**config.mk**
```make
export PLATFORM = sky130hd
export DESIGN_NAME = fhdvt_host
export DESIGN_NICKNAME = d
export VERILOG_FILES = /design/src/hw/fhdvt_pkg.sv /design/src/hw/fhdvt_fifo.sv /design/src/hw/fhdvt_host.sv
export VERILOG_INCLUDE_DIRS = /design/src /design/src/hw
export SDC_FILE = /design/constraint.sdc
export NUM_CORES = 1
export LEC_CHECK = 0
export BUFFER_PORTS_ARGS = -buffer_cell sky130_fd_sc_hd__buf_4
export CAP_MARGIN = 20
export CORE_MARGIN = 8
export CORE_UTILIZATION = 55
export CTS_BUF_LIST = sky130_fd_sc_hd__clkbuf_8
export DETAILED_ROUTE_END_ITERATION = 10
export PLACE_DENSITY_LB_ADDON = 0.08
export RECOVER_POWER = 50
export SLEW_MARGIN = 40
export SYNTH_ARGS = -nofsm -noshare
export SYNTH_HDL_FRONTEND = slang
export SYNTH_HIERARCHICAL = 1
export SYNTH_SLANG_ARGS = --single-unit
```
**constraint.sdc**
```tcl
create_clock -name i_core_clk -period 7.9 [get_ports i_core_clk]
set_clock_uncertainty 0.2 [all_clocks]
set_input_delay 0 -clock i_core_clk [delete_from_list [all_inputs] [get_ports i_core_clk]]
set_output_delay 0 -clock i_core_clk [all_outputs]
set_load 0.01 [all_outputs]
```
**src/hw/fhdvt_params.svh**
```systemverilog
// Purpose: constants of the panel video host: timing counts, delays, sizes
// Assumes: core clock of 250 MHz, panel pixel clock made by an integer divider
// Notes:   figures live here once, save the host's fixed divide by four and the checker's counts; the package holds only types
// How it works
// pixel clock between 60 and 80 MHz
// spread spectrum within two percent of nominal
// spread modulation rate at most 200 kHz
// fifty hertz case stays 47 to 53 fps
// sixty hertz case stays 57 to 63 fps
// frame total 1125 lines, never above 1480
// exactly 1080 active lines in full mode
// vertical blanking 45 lines, at most 400; half mode blanks 585 lines
// line total 1030 to 1325 clocks, nominal 1100
// exactly 960 active clocks per line
// horizontal blanking 70 to 365, nominal 140
// totals fit both clock limits at frame rates
// panel times everything from qualifier alone
// half mode sends 540 active lines
// supply off means inputs low, never high
// signals start only after supply is up
// every signal actively driven while powered
// backlight on after video, off before it
// eight bit codes, larger means brighter
// qualifier high only on active pixel clocks
`ifndef FHDVT_PARAMS_SVH
`define FHDVT_PARAMS_SVH

// ****************************************************************
// clocking
// ****************************************************************
`define FHDVT_CORE_MHZ        250
`define FHDVT_PCLK_DIV        4
`define FHDVT_PCLK_MIN_KHZ    60000
`define FHDVT_PCLK_MAX_KHZ    80000
`define FHDVT_PCLK_KHZ        ((`FHDVT_CORE_MHZ * 1000) / `FHDVT_PCLK_DIV)

// ****************************************************************
// raster, in pixel clocks and line periods
// ****************************************************************
`define FHDVT_H_ACTIVE        11'd960
`define FHDVT_H_TOTAL         11'd1100
`define FHDVT_V_ACTIVE        11'd1080
`define FHDVT_V_HALF          11'd540
`define FHDVT_V_TOTAL         11'd1125
`define FHDVT_V_TOTAL_MAX     1480

// ****************************************************************
// power sequencing
// ****************************************************************
`define FHDVT_SUP2SIG_US      1000
`define FHDVT_SUP2SIG_CYC     (`FHDVT_SUP2SIG_US * `FHDVT_CORE_MHZ)
`define FHDVT_BL_ON_FRAMES    2'd2
`define FHDVT_BL_OFF_FRAMES   2'd1

// ****************************************************************
// buffering
// ****************************************************************
`define FHDVT_FIFO_DEPTH      8
`define FHDVT_BLACK           8'h00

`endif

```
**src/hw/fhdvt_pkg.sv**
```systemverilog
// Purpose: types shared by the panel video host files
// Assumes: nothing beyond plain SystemVerilog
// Notes:   constants live in fhdvt_params.svh
package fhdvt_pkg;

  // one pixel, eight bit code per primary
  typedef struct packed {
    logic [7:0] red;
    logic [7:0] green;
    logic [7:0] blue;
  } fhdvt_rgb_s;

  // two pixels carried per pixel clock on the dual link
  typedef struct packed {
    fhdvt_rgb_s odd;
    fhdvt_rgb_s even;
  } fhdvt_pair_s;

  // power sequence states
  typedef enum logic [2:0] {
    PWR_OFF,
    PWR_SUPPLY,
    PWR_VIDEO,
    PWR_LIGHT,
    PWR_DIM,
    PWR_DRAIN
  } fhdvt_pwr_e;

endpackage

```
**src/hw/fhdvt_fifo.sv**
```systemverilog
// Purpose: small synchronous FIFO between the pixel source and the raster
// Assumes: one clock, synchronous active low reset
// Notes:   read data come out of a register loaded on every pop or refill
`timescale 1ns/1ps
`default_nettype none

module fhdvt_fifo #(
  parameter int unsigned WIDTH = 48,
  parameter int unsigned DEPTH = 8
) (
  // clock and reset
  input  wire logic             i_core_clk,
  input  wire logic             i_nrst,
  // filling side
  input  wire logic             i_in_valid,
  input  wire logic [WIDTH-1:0] i_in_data,
  output logic                  o_in_ready,
  // draining side
  output logic                  o_out_valid,
  output logic      [WIDTH-1:0] o_out_data,
  input  wire logic             i_out_ready
);

  localparam int unsigned AW = $clog2(DEPTH);

  logic [WIDTH-1:0] mem_q [DEPTH];
  logic [AW:0]      wr_q, wr_d, rd_q, rd_d, cnt;
  logic [WIDTH-1:0] out_q, out_d;
  logic             push, pop;

  // honest full and empty from the pointer difference
  assign cnt         = wr_q - rd_q;
  assign o_in_ready  = (cnt != (AW+1)'(DEPTH));
  assign o_out_valid = (cnt != '0);
  assign push        = i_in_valid & o_in_ready;
  assign pop         = o_out_valid & i_out_ready;
  assign o_out_data  = out_q;

  // next pointers and the registered head word
  always_comb begin
    wr_d  = push ? wr_q + 1'b1 : wr_q;
    rd_d  = pop ? rd_q + 1'b1 : rd_q;
    // head register always shows the entry at the next read pointer
    out_d = (push && (wr_q == rd_d)) ? i_in_data : mem_q[rd_d[AW-1:0]];
  end

  always_ff @(posedge i_core_clk) begin
    if (!i_nrst) begin
      wr_q  <= '0;
      rd_q  <= '0;
      out_q <= '0;
    end else begin
      wr_q  <= wr_d;
      rd_q  <= rd_d;
      out_q <= out_d;
    end
  end

  // storage has no reset; valid bits come from the pointers
  always_ff @(posedge i_core_clk) begin
    if (push) begin
      mem_q[wr_q[AW-1:0]] <= i_in_data;
    end
  end

endmodule

`default_nettype wire

```
**src/hw/fhdvt_host.sv**
```systemverilog
// Purpose: host video source driving a 1920x1080 panel in qualifier-only mode
// Assumes: pixel stream and control come from logic on i_core_clk
// Notes:   pixel clock is core clock divided by four, no spread spectrum
//          half mode is picked up only while stopped or at a frame end
//          the buffer keeps its words across a power cycle
`timescale 1ns/1ps
`default_nettype none
`include "fhdvt_params.svh"

module fhdvt_host #(
  parameter int unsigned P_SUP2SIG_CYC = `FHDVT_SUP2SIG_CYC
) (
  // clock and reset
  input  wire logic                 i_core_clk,
  input  wire logic                 i_nrst,
  // control
  input  wire logic                 i_power_req,
  input  wire logic                 i_half_mode,
  // pixel stream in, two pixels per word
  input  wire logic                 i_pix_valid,
  input  wire fhdvt_pkg::fhdvt_pair_s i_pix,
  output logic                      o_pix_ready,
  // panel pins
  output logic                      o_panel_supply_en,
  output logic                      o_link_clk,
  output logic                      o_active_video_qualifier,
  output fhdvt_pkg::fhdvt_pair_s    o_pix,
  output logic                      o_backlight_en,
  // status
  output logic                      o_video_on,
  output logic                      o_frame_start,
  output logic                      o_underrun
);

  // ****************************************************************
  // buffering between the source and the raster
  // ****************************************************************

  // head of the buffer and the raster's take strobe
  logic                   fifo_valid;
  logic                   fifo_pop;
  fhdvt_pkg::fhdvt_pair_s fifo_data;

  // the raster drains only on active clocks, so the source stalls in blanking
  // width follows the pair struct so the two cannot drift apart
  fhdvt_fifo #(
    .WIDTH ($bits(fhdvt_pkg::fhdvt_pair_s)),
    .DEPTH (`FHDVT_FIFO_DEPTH)
  ) u_fifo (
    .i_core_clk  (i_core_clk),
    .i_nrst      (i_nrst),
    .i_in_valid  (i_pix_valid),
    .i_in_data   (i_pix),
    .o_in_ready  (o_pix_ready),
    .o_out_valid (fifo_valid),
    .o_out_data  (fifo_data),
    .i_out_ready (fifo_pop)
  );

  // ****************************************************************
  // power sequence
  // ****************************************************************

  // the timer stops one short because the state change costs an edge
  localparam logic [17:0] SUP2SIG_LAST = 18'(P_SUP2SIG_CYC - 1);

  // sequence state, delay timer, frame count and registered pins
  fhdvt_pkg::fhdvt_pwr_e pwr_q, pwr_d;
  logic [17:0]           tmr_q, tmr_d;
  logic [1:0]            frm_q, frm_d;
  logic                  sup_q, sup_d;
  logic                  bl_q, bl_d;
  logic                  run_q, run_d;
  logic                  frame_done;

  // supply first, then signals, then light; reverse on the way down
  always_comb begin
    pwr_d = pwr_q;
    tmr_d = tmr_q;
    frm_d = frm_q;
    case (pwr_q)
      fhdvt_pkg::PWR_OFF: begin
        // timer parked at zero so each delay starts clean
        tmr_d = '0;
        if (i_power_req) begin
          pwr_d = fhdvt_pkg::PWR_SUPPLY;
        end
      end
      fhdvt_pkg::PWR_SUPPLY: begin
        // signals wait out the full delay after supply comes up, see
        tmr_d = tmr_q + 18'h00001;
        // a request dropped here aborts before any signal was driven
        if (!i_power_req) begin
          pwr_d = fhdvt_pkg::PWR_OFF;
        end else if (tmr_q == SUP2SIG_LAST) begin
          pwr_d = fhdvt_pkg::PWR_VIDEO;
          frm_d = '0;
        end
      end
      fhdvt_pkg::PWR_VIDEO: begin
        // light only after whole valid frames have gone out, see
        if (frame_done) begin
          frm_d = frm_q + 2'h1;
        end
        // backlight still dark, so video may stop at once without a dim frame
        if (!i_power_req) begin
          pwr_d = fhdvt_pkg::PWR_DRAIN;
          tmr_d = '0;
        end else if (frm_q == `FHDVT_BL_ON_FRAMES) begin
          pwr_d = fhdvt_pkg::PWR_LIGHT;
        end
      end
      fhdvt_pkg::PWR_LIGHT: begin
        // backlight drops on the next edge while video keeps running, see
        if (!i_power_req) begin
          pwr_d = fhdvt_pkg::PWR_DIM;
          frm_d = '0;
        end
      end
      fhdvt_pkg::PWR_DIM: begin
        // video keeps running until the frame in progress ends with the light dark, see
        // requests are ignored until the sequence reaches off
        if (frame_done) begin
          frm_d = frm_q + 2'h1;
        end
        if (frm_q == `FHDVT_BL_OFF_FRAMES) begin
          pwr_d = fhdvt_pkg::PWR_DRAIN;
          tmr_d = '0;
        end
      end
      fhdvt_pkg::PWR_DRAIN: begin
        // signals are already low; hold supply a while before dropping it
        tmr_d = tmr_q + 18'h00001;
        if (tmr_q == SUP2SIG_LAST) begin
          pwr_d = fhdvt_pkg::PWR_OFF;
        end
      end
      default: begin
        // an unused code falls back to the safe state
        pwr_d = fhdvt_pkg::PWR_OFF;
      end
    endcase
    // pins follow the next state so they move on the same edge as it
    sup_d = (pwr_d != fhdvt_pkg::PWR_OFF);
    bl_d  = (pwr_d == fhdvt_pkg::PWR_LIGHT);
    run_d = (pwr_d == fhdvt_pkg::PWR_VIDEO) ||
            (pwr_d == fhdvt_pkg::PWR_LIGHT) ||
            (pwr_d == fhdvt_pkg::PWR_DIM);
  end

  // registers only; reset parks the sequence with every pin off
  always_ff @(posedge i_core_clk) begin
    if (!i_nrst) begin
      pwr_q <= fhdvt_pkg::PWR_OFF;
      tmr_q <= '0;
      frm_q <= '0;
      sup_q <= 1'b0;
      bl_q  <= 1'b0;
      run_q <= 1'b0;
    end else begin
      pwr_q <= pwr_d;
      tmr_q <= tmr_d;
      frm_q <= frm_d;
      sup_q <= sup_d;
      bl_q  <= bl_d;
      run_q <= run_d;
    end
  end

  // ****************************************************************
  // pixel clock divider and raster counters
  // ****************************************************************

  // divider, raster position and the registered panel pins
  logic [1:0]             div_q, div_d;
  logic                   clk_q, clk_d;
  logic [10:0]            hcnt_q, hcnt_d;
  logic [10:0]            vcnt_q, vcnt_d;
  logic                   half_q, half_d;
  logic                   de_q, de_d;
  fhdvt_pkg::fhdvt_pair_s pix_q, pix_d;
  logic                   fst_q, fst_d;
  logic                   und_q, und_d;
  logic                   pclk_en;
  logic                   active;
  logic                   h_last;
  logic                   v_last;
  logic [10:0]            v_active;
  fhdvt_pkg::fhdvt_pair_s black;

  // fixed divide by four gives 62.5 MHz with no spread, see
  assign pclk_en  = run_q && (div_q == 2'h3);
  // half mode shortens the active field only, see
  assign v_active = half_q ? `FHDVT_V_HALF : `FHDVT_V_ACTIVE;
  // 960 active clocks of 1100 and 1080 active lines of 1125, see
  assign active   = (hcnt_q < `FHDVT_H_ACTIVE) && (vcnt_q < v_active);
  // 140 clocks and 45 lines of blanking in full mode, see
  assign h_last   = (hcnt_q == `FHDVT_H_TOTAL - 11'd1);
  assign v_last   = (vcnt_q == `FHDVT_V_TOTAL - 11'd1);
  // 62.5 MHz over 1100 by 1125 is about 50.5 frames/s, see
  // only the fifty hertz case is produced, so the sixty hertz window
  // is never entered at this one fixed rate, see
  assign frame_done = pclk_en && h_last && v_last;
  // take a word only on an active clock that has one waiting,
  // and never on the edge that stops video, where it would be lost
  assign fifo_pop = pclk_en && run_d && active && fifo_valid;
  // constant black pair for blanking, stop and underrun
  assign black    = '{odd: '{red: `FHDVT_BLACK, green: `FHDVT_BLACK, blue: `FHDVT_BLACK},
                      even: '{red: `FHDVT_BLACK, green: `FHDVT_BLACK, blue: `FHDVT_BLACK}};

  // outputs change on the same core edge as the falling link clock edge
  always_comb begin
    div_d  = div_q;
    clk_d  = clk_q;
    hcnt_d = hcnt_q;
    vcnt_d = vcnt_q;
    half_d = half_q;
    de_d   = de_q;
    pix_d  = pix_q;
    fst_d  = 1'b0;
    und_d  = 1'b0;
    if (!run_d) begin
      // link pins low while video is stopped or supply is off, see
      div_d  = '0;
      clk_d  = 1'b0;
      hcnt_d = '0;
      vcnt_d = '0;
      half_d = i_half_mode;
      de_d   = 1'b0;
      pix_d  = black;
    end else begin
      // count of core cycles within one pixel clock
      div_d = div_q + 2'h1;
      // clock high on counts 2 and 3, so data change as it falls
      clk_d = div_d[1];
      if (pclk_en) begin
        // qualifier is the only timing the panel gets, see
        de_d  = active;
        // codes pass untouched, zero is darkest, see
        pix_d = fifo_pop ? fifo_data : black;
        // starvation only flags; the raster never waits for the source
        und_d = active && !fifo_valid;
        fst_d = (hcnt_q == '0) && (vcnt_q == '0);
        // line and frame wrap; the panel fixes only the active window
        if (h_last) begin
          hcnt_d = '0;
          if (v_last) begin
            vcnt_d = '0;
            // mode changes only between frames to keep the panel's field intact
            half_d = i_half_mode;
          end else begin
            vcnt_d = vcnt_q + 11'd1;
          end
        end else begin
          hcnt_d = hcnt_q + 11'd1;
        end
      end
    end
  end

  // registers only; reset leaves the link idle and black
  always_ff @(posedge i_core_clk) begin
    if (!i_nrst) begin
      div_q  <= '0;
      clk_q  <= 1'b0;
      hcnt_q <= '0;
      vcnt_q <= '0;
      half_q <= 1'b0;
      de_q   <= 1'b0;
      pix_q  <= '0;
      fst_q  <= 1'b0;
      und_q  <= 1'b0;
    end else begin
      div_q  <= div_d;
      clk_q  <= clk_d;
      hcnt_q <= hcnt_d;
      vcnt_q <= vcnt_d;
      half_q <= half_d;
      de_q   <= de_d;
      pix_q  <= pix_d;
      fst_q  <= fst_d;
      und_q  <= und_d;
    end
  end

  // ****************************************************************
  // outputs
  // ****************************************************************

  // every pin is driven from a flop at all times, never floated, see
  assign o_panel_supply_en        = sup_q;
  assign o_link_clk               = clk_q;
  assign o_active_video_qualifier = de_q;
  assign o_pix                    = pix_q;
  assign o_backlight_en           = bl_q;
  // status lets the source pace itself and watch for starvation
  assign o_video_on               = run_q;
  assign o_frame_start            = fst_q;
  // an underrun shows black rather than stalling the raster
  assign o_underrun               = und_q;

endmodule

`default_nettype wire

```
==> results of run 1 <==
==> per-layer routing <==
metal  wire [microns]  vias up
met5               16        -
met4             1560        4
met3             4080      127
met2            28300      655
met1            25000     7656
li1                 -     6959
==> final cells by class <==
cell class,count,area (sq um)
fillers,3103,13800
repair buffers,244,1740
clock inverters,61,319
multi-input cells,993,7080
well taps,525,657
clock buffers,105,1450
diodes,2,5.00
inverters,20,75.1
flip-flops and latches,542,14700
==> report_power, final <==
group	total [uW]	leakage [uW]	switching (uW)	internal (uW)
Combinational	502	0.00291	340	161
Sequential	3220	0.00477	36.6	3180
Clock	2390	0.00105	1110	1280
==> worst min path at each step <==
stage	start	endpoint	slack, ns	cells past startpoint
floorplan	i_pix[0]	u_fifo/mem_q[0][0]$_DFFE_PP_	-0.10	0
global placement	i_pix[25]	u_fifo/mem_q[1][25]$_DFFE_PP_	0.05	1
detailed placement	i_pix[3]	u_fifo/mem_q[2][3]$_DFFE_PP_	0.05	1
CTS	i_pix[8]	u_fifo/mem_q[2][8]$_DFFE_PP_	0.006	2
global route	i_nrst	o_panel_supply_en$_SDFF_PN0_	0.07	4
finish	i_nrst	o_panel_supply_en$_SDFF_PN0_	0.06	4
==> registers in the layout (all words and copies together) (netlist names) <==
signal and count:
u_fifo/rd_q 4, div_q 2, frm_q 2, o_panel_supply_en 1, pwr_q 3, u_fifo/wr_q 4, tmr_q 18, o_video_on 1
o_underrun 1, vcnt_q 11, u_fifo/o_out_data 48, half_q 1, o_frame_start 1, o_backlight_en 1, o_pix 48, hcnt_q 11
u_fifo/mem_q 384, o_active_video_qualifier 1
==> metrics by stage <==
| stage | utilization, % | instance area, sq um |
|---|---|---|
| 2_1_floorplan | - | 22200 |
| 3_3_place_gp | 59.2 | 23600 |
| 3_5_place_dp | 59.2 | 23600 |
| 4_1_cts | 66.2 | 26400 |
| 5_1_grt | 65.3 | 26000 |
| 6_report | 65.3 | 26000 |
==> worst max-delay path: cells and delay by family (launching register included) <==
kind | cells | cell delay (ns)
and+or+nand+nor | 4 | 1.88
buffers and inverters | 3 | 1.13
AOI/OAI and AO/OA | 6 | 1.15
adders and majority gates | 1 | 0.39
DFF | 1 | 0.59
muxes | 1 | 0.40
==> what timing repair did <==
item | 4_1_cts | 5_1_grt
setup endpoints to repair | 0 | 0
hold buffers | 101 | 0
hold endpoints to repair | 506 | 0
==> Yosys cell counts (3+ instances only) <==
cell type	number
inv_1	19
a22oi_1	47
ha_1	16
nor2_1	66
dfxtp_1	158
buf_2	14
and4_1	53
a21oi_1	61
and2_1	5
a311oi_1	47
and3_1	12
a31oi_1	4
a211oi_1	52
nand2b_1	9
a221oi_1	47
mux2_2	94
xnor2_1	26
buf_6	3
nor3_1	11
xor2_1	19
nand4_1	13
o22ai_1	3
a21o_1	3
nand3_1	18
edfxtp_1	384
clkbuf_1	114
or3_1	52
buf_1	9
o211ai_1	3
nor2b_1	3
o21ai_0	9
nand2_1	223
nor4_1	6
a311o_1	47
mux2i_1	6
==> logic make-up after synthesis <==
kind of cell,count (synthesis)
DFF,542
and+or+nand+nor,490
AOI/OAI and AO/OA,340
buffers and inverters,161
muxes,101
xor gates and xnor gates,46
adders and majority gates,16
==> impl_metrics.toml, run 1 <==
[clock_network]
post_cts_buffers = 0
cts_tree = "built"
clk_path_buf_depth = 3
cts-resized-gates = 0
cts_buffers = 88
clk_pin_slew_worst_paths_ns = 0.06
clock-root-buffer = "clkbuf_8"
clk_latency_ns = 0.65
clock-sinks = 542
htree_levels = 3

[synthesis]
syn_avg_cell_area_sq_um = 13.1
synth_top_area_share_pct = 51.9
syn-num-nets = 1765
synth_ff_type = "edfxtp_1"
synth_mux_area_share_pct = 5.13
synthAdderAreaFrac_pct = 0.901
synth_seq_area_share_pct = 66.1
synth_top_area_cell = "edfxtp_1"
synth_simple_gate_area_share_pct = 11.2
synthArstFlopShare_pct = 0
yosysUniqueCellTypes = 67
synthXorXnorAreaFrac_pct = 1.85
synth_area_sq_um = 22200
synth_area_leaders = "edfxtp_1, dfxtp_1, mux2_2, nand2_1, a311o_1"
synth_enable_flop_cells = 384
synth_compound_area_share_pct = 11.9
synth_top_family_by_area = "compound AO/OA/AOI/OAI gates"
yosysWarnings = 6
synth_cells = 1696
synth_seq_cells = 542

[timing]
slew_violations = 52
worst_pin_slew_ns = 2.83
tns_ns = 0
slew_headroom_pct = -88.9
worst_slack_ns = 1.94
fmax_mhz = 168
fin_crit_ns = 5.96
finalSetupViolations = 0
finalCritPeriodShare_pct = 75.5
rsz0062_at_grt = "false"
whs_ns = 0.0621
hold_viol = 0

[global_route]
grt_pass1_wl_microns = 90900
overflow = 0
use_met3_pct = 4.87
grt_antenna_before_repair = 4
grt_max_degree = 65
busiest_layer = "met2"
use_met1_pct = 32.5
grt.total_usage_pct = 24.6
grt_util_met2_pct = 40.3
grt_pass1_vias = 15600

[critical_path]
r2r.worst_path.cells = 15
end_kind = "flop"
crit_top_cell = "buf_4"
critPathMaxStageDelay_ns = 0.82
rrSetupSlack_ns = 1.94
crit_type = "flop to flop"
rr_startpoint = "u_fifo/wr_q[2]$_SDFFE_PN0P_"
critPathArrivalTime_ns = 6.23
worstPathMaxFanout = 52
crit_slowest_cell = "and3_4"
required_ns = 8.17
cp-start-kind = "flop"
r2r-end = "u_fifo/o_out_data[19]$_SDFF_PN0_"
crit_chain = "ha_1 -> and3b_1 -> o21ai_1 -> a211oi_4 -> inv_2 -> nor3b_1 -> nand2b_1 -> o21ai_0 -> a2111oi_4 -> buf_4 -> and3_4 -> buf_4 -> mux2_2 -> a22oi_1 -> a311oi_1"
cp-startpoint = "u_fifo/wr_q[2]$_SDFFE_PN0P_"
critPathCapture = "u_fifo/o_out_data[19]$_SDFF_PN0_"

[place]
dp_cells = 2223
io_buffers = 108
place_congestion = 0.832
dp_hpwl_microns = 31100
place_ws_ns = 2.05

[floorplanning]
die-area_sq_um = 47100
num_rows = 73
io_pins = 109
core_sq_um = 39800
die_w_microns = 217
initial_core_util_pct = 55.8
dieHeight_microns = 217

[drt]
drtAntennaViolNets = 0
num_vias = 15400
drc = 0
vias_per_cell = 6.18
drtPass1Iterations = 6
drt_wl_total_microns = 58900
wl_per_cell_microns = 23.6
drt_iter0_markers = 1689

[layout]
area.growth.synth_to_final_pct = 17.0
fin_nets = 1958
mostFrequentLayoutCell = "edfxtp_1"
layout_common_cells = "edfxtp_1, nand2_1, dfxtp_1"
fin_cells = 2492
drive_gt1_share_pct = 15.3

[power]
p_per_area_nw_per_um2 = 235
p_leak_uw = 0.00873
ir_drop_uv = 156
total_power_uw = 6110

[status]
status = "complete, but fails checks"
violations = "max-capacitance violations, max-slew violations"

[worst_hold_path]
hp-class = "primary input to flop"

[run]
maxCapViolCount = 1
No activity file was read; power rests on OpenSTA's default activity.
==> run 2, diff against run 1 <==
--- a/config.mk
+++ b/config.mk
@@ -6,6 +6,7 @@
 export SDC_FILE = /design/constraint.sdc
 export NUM_CORES = 1
 export LEC_CHECK = 0
+export ABC_AREA = 1
 export BUFFER_PORTS_ARGS = -buffer_cell sky130_fd_sc_hd__buf_4
 export CAP_MARGIN = 20
 export CORE_MARGIN = 8
==> constraint.sdc (replaced) <==
create_clock -name i_core_clk -period 5.4 [get_ports i_core_clk]
set_clock_uncertainty 0.2 [all_clocks]
set_input_delay 0 -clock i_core_clk [delete_from_list [all_inputs] [get_ports i_core_clk]]
set_output_delay 0 -clock i_core_clk [all_outputs]
set_load 0.01 [all_outputs]
==> run 2 against run 1 <==
The flow now finishes without violations. Critical path depth grew 6. Sequential power grew 45%. Via count grew 9.0%. Hold slack gained 0.025 ns. Critical path type unchanged.
==> impl_metrics.toml, run 2 <==
[power]
seqPwrFrac_pct = 52.3
comb_power_share_pct = 6.3
p_per_area_nw_per_um2 = 335
total_power_uw = 8900
ir_drop_uv = 234
p_sw_share_pct = 23.0
p_leak_uw = 0.00973
cellInternalPower_uw = 6850
p_switching_uw = 2050
clkPwrFrac_pct = 41.4

[critical_path]
rr_startpoint = "tmr_q[0]$_SDFFE_PN0P_"
crit_type = "flop to flop"
cp-start-kind = "flop"
critical_path_buf_inv_count = 3
r2r-end = "u_fifo/o_out_data[11]$_SDFF_PN0_"
cp-startpoint = "tmr_q[0]$_SDFFE_PN0P_"
rrSetupSlack_ns = 0.79
required_ns = 5.72
r2r.worst_path.cells = 21
end_kind = "flop"
crit_top_cell = "nand2_1"
crit_chain = "ha_1 -> nand3_1 -> nor2_1 -> nand3_1 -> nand2_1 -> nand2_1 -> nand2_1 -> nand2_1 -> o21bai_4 -> nand2_1 -> inv_1 -> nand2_4 -> nand2_1 -> nand2_1 -> inv_2 -> buf_4 -> nand2_1 -> a21oi_1 -> nor2_1 -> nor2_1 -> nor2_1"
crit_slowest_cell = "nand2_1"
worstPathMaxFanout = 27
crit_family = "simple AND/OR/NAND/NOR gates"
critPathMaxStageDelay_ns = 0.69
critPathArrivalTime_ns = 4.94

[timing]
finalCritPeriodShare_pct = 85.4
worst_pin_slew_ns = 1.47
rsz0062_at_grt = "false"
slew_headroom_pct = 1.87
worst_slack_ns = 0.786
fmax_mhz = 217
tns_ns = 0
fin_crit_ns = 4.61
finalSetupViolations = 0
whs_ns = 0.0876
hold_viol = 0
slew_violations = 0

[floorplanning]
core_sq_um = 40700
io_pins = 109
die_w_microns = 219
initial_core_util_pct = 55.5
dieHeight_microns = 219
die-area_sq_um = 47900
num_rows = 74

[run]
maxCapViolCount = 0

[synthesis]
synth_mux_area_share_pct = 0
synth_area_leaders = "edfxtp_1, dfxtp_1, nand2_1, nand3_1, nor2_1"
synth_compound_area_share_pct = 4.31
synthAdderAreaFrac_pct = 0.885
synthTopCellsByCount = "nand2_1, edfxtp_1, nand3_1"
synth_top_area_share_pct = 51.0
yosysUniqueCellTypes = 40
synth_seq_area_share_pct = 65.0
syn_avg_cell_area_sq_um = 10.1
synth_area_sq_um = 22600
synth_cells = 2241
synth_enable_flop_cells = 384
synth_seq_cells = 542
synth_simple_gate_area_share_pct = 24.7
yosysWarnings = 6
yosysMostFrequentCell = "nand2_1"
synthXorXnorAreaFrac_pct = 0.620
syn-num-nets = 2310
synthArstFlopShare_pct = 0
synth_top_area_cell = "edfxtp_1"
synth_top_family_by_area = "simple AND/OR/NAND/NOR gates"
synth_ff_type = "edfxtp_1"

[drt]
drtPass1Iterations = 6
drt_iter0_markers = 1376
drtAntennaViolNets = 0
num_vias = 16800
drt_wl_total_microns = 58400
vias_per_cell = 5.46
drc = 0
wl_per_cell_microns = 19.0

[global_route]
grt_pass1_vias = 16600
grt_max_degree = 127
grt_pass1_wl_microns = 91900
grt.total_usage_pct = 24.3
overflow = 0
grt_antenna_before_repair = 1

[layout]
mostFrequentLayoutCell = "nand2_1"
fillers = 3393
drive_gt1_share_pct = 10.1
layout_common_cells = "nand2_1, edfxtp_1, nand3_1"
final_core_utilization_pct = 65.1
fin_nets = 2531
largest_reg_flops = 384
area.growth.synth_to_final_pct = 17.3

[place]
dp_hpwl_microns = 31700
place_congestion = 0.847
io_buffers = 108
place_ws_ns = 1.17

[clock_network]
clk_latency_ns = 0.66
post_cts_buffers = 0
clock-sinks = 542
cts_tree = "built"
clk_pin_slew_worst_paths_ns = 0.06
htree_levels = 3
clock-root-buffer = "clkbuf_8"
clk_path_buf_depth = 3
cts_buffers = 89

[worst_hold_path]
worstHoldStart = "i_pix[16]"
hp-class = "primary input to flop"
whs_endpoint = "u_fifo/o_out_data[16]$_SDFF_PN0_"
hold_depth = 5

[status]
status = "finished, final reports clean"
run 2: routing by layer:
| layer | wire (microns) | global-route usage (%) | vias to the layer above |
|---|---|---|---|
| li1 | - | - | 8049 |
| met1 | 26000 | 32.9 | 8095 |
| met2 | 27600 | 39.7 | 542 |
| met3 | 3340 | 4.17 | 101 |
| met4 | 1390 | 7.78 | 0 |
| met5 | 0 | 0 | - |
run 2: per-stage QoR:
stage / instances / cell area (sq um)
floorplan: 2241 / 22600
global placement: 2785 / 23800
detailed placement: 2788 / 23900
CTS: 3068 / 26900
global route: 3072 / 26500
finish: 3072 / 26500
run 2: layout make-up:
cell class | count | area (sq um) | area share [%]
multi-input cells | 1484 | 6980 | 26.3
flip-flops and latches | 542 | 14700 | 55.4
repair buffers | 251 | 1940 | 7.31
diodes | 1 | 2.50 | 0.00943
inverters | 94 | 353 | 1.33
clock inverters | 54 | 324 | 1.22
clock buffers | 114 | 1570 | 5.91
well taps | 532 | 666 | 2.51
run 2: power groups by stage:
| stage | logic, uW | registers (uW) | clock network (uW) |
|---|---|---|---|
| after detailed placement | 500 | 4740 | 0 |
| after CTS | 572 | 4660 | 3750 |
| final | 563 | 4660 | 3680 |
| after global placement | 492 | 4740 | 0 |
| after global routing | 620 | 4660 | 3930 |
| after floorplan | 302 | 4730 | 0 |
run 2: worst max-delay path by stage:
| stage | to | slack (ns) | cells after the start |
|---|---|---|---|
| after CTS | u_fifo/o_out_data[46]$_SDFF_PN0_ | 1.17 | 21 |
| after global routing | u_fifo/o_out_data[14]$_SDFF_PN0_ | 0.41 | 20 |
| after global placement | u_fifo/o_out_data[46]$_SDFF_PN0_ | 1.19 | 21 |
| after floorplan | u_fifo/wr_q[3]$_SDFFE_PN0P_ | 1.12 | 12 |
| final | u_fifo/o_out_data[11]$_SDFF_PN0_ | 0.79 | 21 |
| after detailed placement | u_fifo/o_out_data[46]$_SDFF_PN0_ | 1.17 | 21 |
run 2: kinds of logic after synthesis:
kind of cell | after synthesis
AOI/OAI and AO/OA | 156
xor gates and xnor gates | 16
adders and majority gates | 16
buffers and inverters | 215
DFF | 542
and+or+nand+nor | 1296
run 2: worst register-to-register path: cells and delay by family, from the launching register on:
kind                     cells  cell delay [ns]
AND/OR/NAND/NOR             15             2.10
buffers and inverters        3             1.28
flip-flops                   1             0.44
AO/OA/AOI/OAI                2             0.25
adder cells (fa/ha/maj)      1             0.22
run 2: repair_timing:
item                                   4_1_cts  5_1_grt
gates resized for setup                      0        0
hold buffers                               112        0
endpoints found under the hold margin      453        0
==> run 3, diff against run 2 <==
--- a/config.mk
+++ b/config.mk
@@ -7,6 +7,7 @@
 export NUM_CORES = 1
 export LEC_CHECK = 0
 export ABC_AREA = 1
+export ABC_CLOCK_PERIOD_IN_PS = 5400
 export BUFFER_PORTS_ARGS = -buffer_cell sky130_fd_sc_hd__buf_4
 export CAP_MARGIN = 20
 export CORE_MARGIN = 8
@@ -14,7 +15,6 @@
 export CTS_BUF_LIST = sky130_fd_sc_hd__clkbuf_8
 export DETAILED_ROUTE_END_ITERATION = 10
 export PLACE_DENSITY_LB_ADDON = 0.08
-export RECOVER_POWER = 50
 export SLEW_MARGIN = 40
 export SYNTH_ARGS = -nofsm -noshare
 export SYNTH_HDL_FRONTEND = slang
==> run 3 against run 2 <==
Utilization rose by 0.99 points. Hold slack got worse by 0.039 ns. Clock-buffer cell count did not move. Combinational power rose by 3%. Critical endpoint is now u_fifo/o_out_data[20]$_SDFF_PN0_. Setup slack improved by 0.37 ns. Highest routed layer unchanged. Clock power barely moved. Sequential share of layout area fell by 0.83 points.
==> impl_metrics.toml, run 3 (same netlist as run 2, synthesis figures left out) <==
[status]
status = "finished, final reports clean"

[timing]
fmax_mhz = 236
rsz0062_at_grt = "false"
whs_ns = 0.0488
tns_ns = 0
slew_headroom_pct = 44.2
worst_slack_ns = 1.16
slew_violations = 0
hold_viol = 0
finalSetupViolations = 0
worst_pin_slew_ns = 0.836
fin_crit_ns = 4.24
finalCritPeriodShare_pct = 78.6

[clock_network]
clk_pin_slew_worst_paths_ns = 0.06
cts-resized-gates = 0
cts_buffers = 89
clk_latency_ns = 0.65
clk_path_buf_depth = 3
clock-root-buffer = "clkbuf_8"
htree_levels = 3
clock-sinks = 542
cts_tree = "built"

[global_route]
overflow = 0
grt_pass1_wl_microns = 91900
grt_antenna_before_repair = 1
grt.total_usage_pct = 24.3
grt_max_degree = 127
grt_pass1_vias = 16600

[floorplanning]
die-area_sq_um = 47900
dieHeight_microns = 219
core_sq_um = 40700
io_pins = 109
initial_core_util_pct = 55.5
num_rows = 74
die_w_microns = 219

[drt]
drt_wl_total_microns = 58400
num_vias = 16700
drc = 0
drtPass1Iterations = 5
wl_per_cell_microns = 19.0
drt_iter0_markers = 1443
drtAntennaViolNets = 0
vias_per_cell = 5.45

[critical_path]
critPathArrivalTime_ns = 4.62
worstPathMaxFanout = 70
end_kind = "flop"
critPathMaxStageDelay_ns = 0.45
cp-start-kind = "flop"
crit_type = "flop to flop"
crit_chain = "ha_1 -> nand3_1 -> nor2_1 -> nand3_1 -> nand2_1 -> nand2_1 -> nand2_1 -> nand2_1 -> o21bai_4 -> nand2_1 -> inv_1 -> nand3_1 -> nand2_8 -> buf_12 -> buf_16 -> buf_4 -> nand2_1 -> nand3_1 -> nand2_1 -> nor2_1 -> nor2_1 -> nor2_1"
required_ns = 5.78
crit_slowest_cell = "dfxtp_1"
crit_top_cell = "nand2_1"

[place]
place_congestion = 0.847
place_ws_ns = 1.17
io_buffers = 108
dp_hpwl_microns = 31700

[power]
seqPwrFrac_pct = 52.2
ir_drop_uv = 236
clkPwrFrac_pct = 41.3
p_leak_uw = 0.0101
p_switching_uw = 2050
total_power_uw = 8920
p_per_area_nw_per_um2 = 331
comb_power_share_pct = 6.5
p_sw_share_pct = 23.0
cellInternalPower_uw = 6870

[layout]
largest_reg_flops = 384
fin_nets = 2531
layout_common_cells = "nand2_1, edfxtp_1, nand3_1"
area.growth.synth_to_final_pct = 19.1
drive_gt1_share_pct = 14.2
mostFrequentLayoutCell = "nand2_1"
fillers = 3271

[run]
maxCapViolCount = 0

[worst_hold_path]
hp-class = "primary input to flop"
==> run 3: changes by cell type in the layout (fill, tap and decap cells not counted), moves of 3 or more <==
cell	delta
nor2_4	+3
nor2_1	-4
buf_4	+104
clkbuf_4	-6
o21ai_0	-4
o21ai_1	+4
clkbuf_1	-97
==> run 3: power by group through the flow <==
stage | Sequential, uW | Clock, uW | Combinational, uW
after floorplan | 4730 | 0 | 302
after global placement | 4740 | 0 | 492
after detailed placement | 4740 | 0 | 500
after CTS | 4660 | 3750 | 572
after global routing | 4660 | 3930 | 638
final | 4660 | 3680 | 581
==> run 3: final cells by class <==
type                       instances  area, sq um  area share [%]
clock inverter                    54          324            1.20
timing repair buffer             251         2310            8.57
multi-input combinational       1484         7020            26.1
sequential                       542        14700            54.6
tap                              532          666            2.47
clock buffer                     114         1570            5.82
inverter                          94          353            1.31
antenna                            1         2.50         0.00929
==> run 3: timing repair <==
item                                   in CTS  in global routing
buffers inserted                            0                  0
endpoints found under the hold margin     453                  0
hold buffers                              112                  0
==> run 3: metal layers <==
layer / wire, microns / global-route usage, %
met5: 0 / 0
met4: 1330 / 7.78
met3: 3540 / 4.17
met2: 27600 / 39.7
met1: 25800 / 32.9
==> run 3: stage by stage <==
| stage | utilization [%] | std cells | instance area [sq um] |
|---|---|---|---|
| after floorplan | - | 2241 | 22600 |
| after global placement | 58.4 | 2785 | 23800 |
| after detailed placement | 58.6 | 2788 | 23900 |
| after CTS | 66.0 | 3068 | 26900 |
| after global routing | 66.1 | 3072 | 26900 |
| final | 66.1 | 3072 | 26900 |
==> run 3: worst max-delay path: cells and delay by family (launching register included) <==
family	cells	cell delay (ns)
buffers and inverters	4	1.06
adders and majority gates	1	0.23
DFF	1	0.45
AOI/OAI and AO/OA	1	0.13
and+or+nand+nor	16	2.03
==> run 3: worst paths after layout <==
kind	startpoint	end	slack (ns)	depth (start not counted)
max	tmr_q[0]$_SDFFE_PN0P_	u_fifo/o_out_data[20]$_SDFF_PN0_	1.16	22
max reg2reg	tmr_q[0]$_SDFFE_PN0P_	u_fifo/o_out_data[20]$_SDFF_PN0_	1.16	22
min	i_pix[1]	u_fifo/o_out_data[1]$_SDFF_PN0_	0.05	5
min reg2reg	div_q[0]$_SDFF_PN0_	div_q[0]$_SDFF_PN0_	0.24	1
